[src/rtl/pmoc_pkg.sv]
// Shared constants and types for the program memory operation control block
package pmoc_pkg;

	// ==========================================================
	// Register bus
	localparam int               ADDR_W        = 4;
	localparam int               DATA_W        = 16;
	localparam logic [ADDR_W-1:0] ADDR_CTRL    = 4'h0;
	localparam logic [ADDR_W-1:0] ADDR_IRQ_ST  = 4'h4;
	localparam logic [ADDR_W-1:0] ADDR_IRQ_MSK = 4'h8;

	typedef struct packed {
		logic              wr;
		logic              rd;
		logic [ADDR_W-1:0] addr;
		logic [DATA_W-1:0] wdata;
	} pmoc_bus_req_t;

	// ==========================================================
	// Control register layout
	typedef struct packed {
		logic       start;
		logic       opWritePermit;
		logic       sequenceErrorFlag;
		logic [5:0] rsvHi;
		logic       eraseSel;
		logic [1:0] rsvLo;
		logic [3:0] opCode;
	} pmoc_ctrl_t;

	localparam pmoc_ctrl_t CTRL_RESET = '{start: 1'h0, opWritePermit: 1'h0, sequenceErrorFlag: 1'h0,
		rsvHi: 6'h0, eraseSel: 1'h0, rsvLo: 2'h0, opCode: 4'h0};

	// ==========================================================
	// Operation codes
	localparam logic [3:0] OPC_NOP_A      = 4'hF;
	localparam logic [3:0] OPC_ERASE_GEN  = 4'hD;
	localparam logic [3:0] OPC_WORD_OR_NOP = 4'h3;
	localparam logic [3:0] OPC_PAGE_ERASE = 4'h2;

	typedef enum logic [2:0] {
		MOP_NONE       = 3'h0,
		MOP_ERASE_GEN  = 3'h1,
		MOP_ERASE_PAGE = 3'h2,
		MOP_PROG_WORD  = 3'h3,
		MOP_NOP        = 3'h4,
		MOP_BAD        = 3'h5
	} pmoc_mem_op_t;

	// ==========================================================
	// Sequencer and interrupt status
	typedef enum logic [1:0] {
		ST_IDLE = 2'b01,
		ST_BUSY = 2'b10
	} pmoc_state_t;

	localparam int         IRQ_W       = 2;
	localparam int         IRQ_DONE    = 0;
	localparam int         IRQ_ERR     = 1;
	localparam logic [1:0] IRQ_RESET   = 2'h0;

endpackage

[src/rtl/pmoc_program_memory_op_control.sv]
// Control, sequencing and status of program memory program and erase operations
//
// Design decisions made here: the strobed register port and the register offsets.
`timescale 1ns/100ps
// What this block does
// - Write permit set allows operations to start
// - Write permit clear inhibits every operation
// - Improper sequence or abnormal end sets error
// - Start attempt under improper conditions sets error
// - Normal finish leaves error flag at zero
// - Bits 12-7 and 5-4 read zero
// - Erase select picks erase else program
// - Erase with 1101 erases general segment
// - Erase with 0010 erases one page
// - Erase with 1111 or 0011 is no-op
// - Codes 0001 and 0000 are reserved
// - Program with 0011 programs one word
// - Program with 1111, 1101, 0010 no-op
// - Unlisted codes perform no memory operation
// - Control bits other than start reset only by power-on; local reset also clears start
// - Start launches operation, hardware clears on finish
// - Start reads zero when nothing runs
module pmoc_program_memory_op_control (
	// Clock and resets
	input  wire logic                   clk,
	input  wire logic                   rstn,
	input  wire logic                   porRstn,
	// Register port
	input  wire pmoc_pkg::pmoc_bus_req_t busReq,
	output logic [pmoc_pkg::DATA_W-1:0]  rdata,
	// Memory array timing engine
	output logic                        memGo,
	output pmoc_pkg::pmoc_mem_op_t       memOp,
	input  wire logic                   memDone,
	input  wire logic                   memAbort,
	// Interrupt
	output logic                        irq
);

	// ==========================================================
	// Operation decode
	function automatic pmoc_pkg::pmoc_mem_op_t decodeOp(input logic erase, input logic [3:0] code);
		pmoc_pkg::pmoc_mem_op_t r;
		r = pmoc_pkg::MOP_BAD;
		if (erase) begin
			case (code)
				pmoc_pkg::OPC_ERASE_GEN:   r = pmoc_pkg::MOP_ERASE_GEN;
				pmoc_pkg::OPC_PAGE_ERASE:  r = pmoc_pkg::MOP_ERASE_PAGE;
				pmoc_pkg::OPC_NOP_A,
				pmoc_pkg::OPC_WORD_OR_NOP: r = pmoc_pkg::MOP_NOP;
				default:                   r = pmoc_pkg::MOP_BAD;
			endcase
		end else begin
			case (code)
				pmoc_pkg::OPC_WORD_OR_NOP: r = pmoc_pkg::MOP_PROG_WORD;
				pmoc_pkg::OPC_NOP_A,
				pmoc_pkg::OPC_ERASE_GEN,
				pmoc_pkg::OPC_PAGE_ERASE:  r = pmoc_pkg::MOP_NOP;
				default:                   r = pmoc_pkg::MOP_BAD;
			endcase
		end
		return r;
	endfunction

	// ==========================================================
	// Request decode
	pmoc_pkg::pmoc_ctrl_t   ctl;
	logic                   startBit;
	logic                   permitBit;
	logic                   errBit;
	logic                   eraseBit;
	logic [3:0]             opBits;
	pmoc_pkg::pmoc_state_t  state;
	pmoc_pkg::pmoc_ctrl_t   wv;
	pmoc_pkg::pmoc_mem_op_t reqKind;
	logic [pmoc_pkg::IRQ_W-1:0] irqStat;
	logic [pmoc_pkg::IRQ_W-1:0] irqMask;
	logic [pmoc_pkg::IRQ_W-1:0] next_irqStat;
	logic ctlWr;
	logic busy;
	logic startReq;
	logic badSeq;
	logic launch;
	logic nopDone;
	logic abortNow;
	logic doneNow;
	logic anyRst;

	assign anyRst   = !rstn || !porRstn;
	assign wv       = pmoc_pkg::pmoc_ctrl_t'(busReq.wdata);
	assign ctlWr    = busReq.wr && (busReq.addr == pmoc_pkg::ADDR_CTRL);
	assign busy     = (state == pmoc_pkg::ST_BUSY);
	assign reqKind  = decodeOp(wv.eraseSel, wv.opCode);
	// Start written while idle; a start written while busy is already set
	assign startReq = ctlWr && wv.start && !busy;
	assign badSeq   = startReq && (!wv.opWritePermit || reqKind == pmoc_pkg::MOP_BAD);
	assign launch   = startReq && !badSeq && reqKind != pmoc_pkg::MOP_NOP;
	assign nopDone  = startReq && !badSeq && reqKind == pmoc_pkg::MOP_NOP;
	// Dropping the permit mid-operation or a local reset ends it abnormally
	assign abortNow = busy && (memAbort || (ctlWr && !wv.opWritePermit) || !rstn);
	assign doneNow  = busy && memDone && !abortNow;

	// ==========================================================
	// Control bits, power-on reset only
	always_ff @(posedge clk) begin
		if (!porRstn) begin
			permitBit <= pmoc_pkg::CTRL_RESET.opWritePermit;
			eraseBit  <= pmoc_pkg::CTRL_RESET.eraseSel;
			opBits    <= pmoc_pkg::CTRL_RESET.opCode;
			errBit    <= pmoc_pkg::CTRL_RESET.sequenceErrorFlag;
		end else begin
			if (ctlWr) begin
				permitBit <= wv.opWritePermit;
			end
			// Selection frozen while an operation runs so memOp stays coherent
			if (ctlWr && !busy) begin
				eraseBit <= wv.eraseSel;
				opBits   <= wv.opCode;
			end
			// Normal finish also clears, so a software write during busy cannot leave it set
			if (badSeq || abortNow) begin
				errBit <= 1'b1;
			end else if (launch || nopDone || doneNow) begin
				errBit <= 1'b0;
			end else if (ctlWr) begin
				errBit <= wv.sequenceErrorFlag;
			end
		end
	end

	// Unimplemented bits tied low; one composed view for reads and checks
	assign ctl = '{start: startBit, opWritePermit: permitBit, sequenceErrorFlag: errBit,
		rsvHi: 6'h00, eraseSel: eraseBit, rsvLo: 2'h0, opCode: opBits};

	// ==========================================================
	// Sequencer
	always_ff @(posedge clk) begin
		if (anyRst) begin
			state    <= pmoc_pkg::ST_IDLE;
			startBit <= pmoc_pkg::CTRL_RESET.start;
			memGo    <= 1'b0;
			memOp    <= pmoc_pkg::MOP_NONE;
		end else begin
			case (state)
				pmoc_pkg::ST_IDLE: begin
					if (launch) begin
						state    <= pmoc_pkg::ST_BUSY;
						startBit <= 1'b1;
						memGo    <= 1'b1;
						memOp    <= reqKind;
					end
				end
				pmoc_pkg::ST_BUSY: begin
					if (doneNow || abortNow) begin
						state    <= pmoc_pkg::ST_IDLE;
						startBit <= 1'b0;
						memGo    <= 1'b0;
						memOp    <= pmoc_pkg::MOP_NONE;
					end
				end
				default: begin
					state    <= pmoc_pkg::ST_IDLE;
					startBit <= 1'b0;
					memGo     <= 1'b0;
					memOp     <= pmoc_pkg::MOP_NONE;
				end
			endcase
		end
	end

	// ==========================================================
	// Interrupt status and mask
	always_comb begin
		next_irqStat = irqStat;
		if (busReq.wr && busReq.addr == pmoc_pkg::ADDR_IRQ_ST) begin
			next_irqStat = irqStat & ~busReq.wdata[pmoc_pkg::IRQ_W-1:0];
		end
		// Set after clear so a same-cycle event is never lost
		if (doneNow || nopDone) begin
			next_irqStat[pmoc_pkg::IRQ_DONE] = 1'b1;
		end
		if (badSeq || abortNow) begin
			next_irqStat[pmoc_pkg::IRQ_ERR] = 1'b1;
		end
	end

	always_ff @(posedge clk) begin
		if (anyRst) begin
			irqStat <= pmoc_pkg::IRQ_RESET;
			irqMask <= pmoc_pkg::IRQ_RESET;
			irq     <= 1'b0;
		end else begin
			irqStat <= next_irqStat;
			if (busReq.wr && busReq.addr == pmoc_pkg::ADDR_IRQ_MSK) begin
				irqMask <= busReq.wdata[pmoc_pkg::IRQ_W-1:0];
			end
			irq <= |(next_irqStat & irqMask);
		end
	end

	// ==========================================================
	// Read port
	always_ff @(posedge clk) begin
		if (anyRst) begin
			rdata <= 16'h0000;
		end else if (busReq.rd) begin
			case (busReq.addr)
				pmoc_pkg::ADDR_CTRL:    rdata <= ctl;
				pmoc_pkg::ADDR_IRQ_ST:  rdata <= {14'h0000, irqStat};
				pmoc_pkg::ADDR_IRQ_MSK: rdata <= {14'h0000, irqMask};
				default:                rdata <= 16'h0000;
			endcase
		end else begin
			rdata <= 16'h0000;
		end
	end
endmodule

[config.mk]
export PLATFORM = sky130hd
export DESIGN_NAME = pmoc_program_memory_op_control
export DESIGN_NICKNAME = d
export VERILOG_FILES = /design/src/rtl/pmoc_pkg.sv /design/src/rtl/pmoc_program_memory_op_control.sv
export SDC_FILE = /design/constraint.sdc
export NUM_CORES = 1
export LEC_CHECK = 0
export ABC_CLOCK_PERIOD_IN_PS = 4700
export BUFFER_PORTS_ARGS = -buffer_cell sky130_fd_sc_hd__buf_2
export CORE_MARGIN = 2
export CORE_UTILIZATION = 50
export DETAILED_ROUTE_END_ITERATION = 12
export GPL_ROUTABILITY_DRIVEN = 0
export GPL_TIMING_DRIVEN = 0
export PLACE_DENSITY = 0.82
export SYNTH_ARGS = -nofsm -noshare
export SYNTH_HDL_FRONTEND = slang
export SYNTH_SLANG_ARGS = --single-unit
[constraint.sdc]
create_clock -name clk -period 4.7 [get_ports clk]
set_clock_uncertainty 0.2 [all_clocks]
set_input_delay 0.705 -clock clk [delete_from_list [all_inputs] [get_ports clk]]
set_output_delay 0.705 -clock clk [all_outputs]
set_load 0.02 [all_outputs]
==> reports/metrics.cfg <==
[final_layout]
seq_area_um2=500
utilization_pct=61.1
syn_to_final_growth_pct=18.5
layout_commonest_cell=buf_2
final_nets=199
layout-drive-gt1-share_pct=29.2
multi_input_area_um2=668
diodes=0
nFillCells=210
final_cell_mix=buf_2 (29), dfxtp_1 (25), nand2_1 (11), mux2i_1 (10), nor2_1 (9)

[route]
routed_wl_um=2490
drc=0
vias_per_cell=5.19
drt_iter0_drc=17
vias=1044
wire_per_inst_um=12.4
firstDrtPassIters=4
postRouteAntennaNets=0

[floorplan]
floorplan.rows=18
start_util_pct=51.5
io_pins=48
die_w_um=53.8
die_area_um2=2900
core_area_um2=2410
dieHeight_um=53.8

[pwr]
p_int_uw=265
swShare_pct=24.2
ir_drop_mv=0.145
p_seq_share_pct=61.0
p_leak_nw=0.639
p_per_area_nw_per_um2=238
p_sw_uw=84.7
clkPwrFrac_pct=25.9
p_comb_share_pct=13.1
power_uw=350

[clock_tree]
htree_levels=1
cts_hold_buf=0
post_cts_resized=0
cts_buffers=3
path_clk_slew_ps=120
clockBufferDepth=2
cts-root-buf=clkbuf_4
cts_setup_buffers=0
cts_tree=done
cts_sinks=25
clk_latency_ps=310

[critical_path]
crit_fanout=7
worstPathCellList=buf_2, nor3b_2, o2111ai_1, nor4_4, nand3b_2, a21o_1
arrival_ps=2100
max_stage_delay_ps=360
timing.critical_path.buf_inv=1
endpoint_kind=register
worst-setup-path-type=primary input to register
crit_required_ps=4720
cp_top_family=simple AND/OR/NAND/NOR gates
cp_slowest_cell=nor4_4
setup.worst_path.start_class=primary input

[placement]
io_buffers=28
dp_hpwl_um=2000

[synthesis]
synthFlopType=dfxtp_1
synth-seq-area-share_pct=40.3
yosys.area.top_type=dfxtp_1
netlist_area_um2=1240
synth.area.top_cells=dfxtp_1 (40%), mux2i_1 (8.1%), buf_4 (4.8%)
synth_cells=132
netlist.area_leader.share_pct=40.3
avgSynthCellArea_um2=9.40
ys_ff_latch=25
yosysUniqueCellTypes=39
yosys_warnings=0
synth_edf_count=0
async_reset_ff_share_pct=0

[global_route]
grtUsageTotal_pct=18.8
overflow=0
grt_pass1_vias=927
grt_max_degree=14
antenna_found_initial=0
grt_pass1_wl_um=3910

[sta]
fin_crit_sh_pct=44.3
tns_ps=0
finalHoldViolations=0
setup-violations-final=0
rsz0062_at_grt=no
maxSlewViolCount=0
max_freq_mhz=481
final.min_clock_period_ps=2080

[status]
status=finished, final reports clean

[run]
maxCapViolations=0

[min_path]
hp-class=register to register

kinds of logic (layout without fill, tap and decap cells):
group | count (synthesis) | count (layout) | share of synthesized area, %
and+or+nand+nor | 56 | 56 | 29.0
xor gates and xnor gates | 1 | 1 | 0.706
AOI/OAI and AO/OA | 23 | 23 | 13.6
muxes | 10 | 10 | 8.06
DFF | 25 | 25 | 40.3
buffers and inverters | 16 | 48 | 7.96
other | 1 | 8 | 0.302
sequential cells by signal (all words and copies together), names as in the netlist:
register   flops
eraseBit       1
errBit         1
irq            1
irqMask        2
irqStat        2
memOp          3
opBits         4
permitBit      1
rdata          8
startBit       1
state          1
power by group through the flow:
stage | sequential (mW) | clock [mW] | combinational, mW
4_1_cts | 0.213 | 0.0952 | 0.0450
2_1_floorplan | 0.218 | 0 | 0.0299
3_3_place_gp | 0.218 | 0 | 0.0438
6_report | 0.213 | 0.0906 | 0.0457
5_1_grt | 0.214 | 0.105 | 0.0498
3_5_place_dp | 0.218 | 0 | 0.0449
cell type report:
type | count | share of cell area (%)
plain buffers | 12 | 5.70
clock buffers | 4 | 1.79
well taps | 30 | 2.55
flip-flops and latches | 25 | 34.0
repair buffers | 28 | 9.52
inverters | 4 | 1.02
multi-input cells | 98 | 45.4
metal layers:
metal	track usage (%)	vias to the layer above	wire length, µm
met5	0	-	0
met4	8.55	0	62
met3	3.33	10	153
met2	33.1	40	1230
met1	21.9	468	1040
li1	-	526	-
path summary, 6_finish.rpt:
check                  end       from  slack [ps]  depth (start not counted)
hold / removal    rdata[2]  opBits[2]         270                          1
hold reg to reg   rdata[2]  opBits[2]         270                          1
setup / recovery  state[0]  busReq[1]        2620                          6
setup reg to reg  state[0]   state[0]        2850                          5
cell usage after synthesis, types with 2 or more instances:
cell type,instances
o21ai_0,2
nand2b_1,2
nand2_1,11
clkbuf_1,2
a21o_1,2
buf_4,8
dfxtp_1,25
nand4b_1,2
and2_1,8
nor3b_2,2
or3b_1,2
mux2i_1,10
a21oi_1,6
nor2b_1,7
o22ai_1,2
a21oi_2,2
a31oi_1,2
inv_1,4
nor2_1,9
nand3_1,5
through the flow:
stage          cells  area [µm²]  hold slack (ps)  worst slack (ps)
6_report         201        1470              269              2620
5_1_grt          201        1470              300              2500
4_1_cts          201        1470              278              2630
3_5_place_dp     197        1450              248              2290
3_3_place_gp     197        1450              246              2310
2_1_floorplan    139        1270              229              2450
Note: power is estimated with default switching activity, not from simulation.
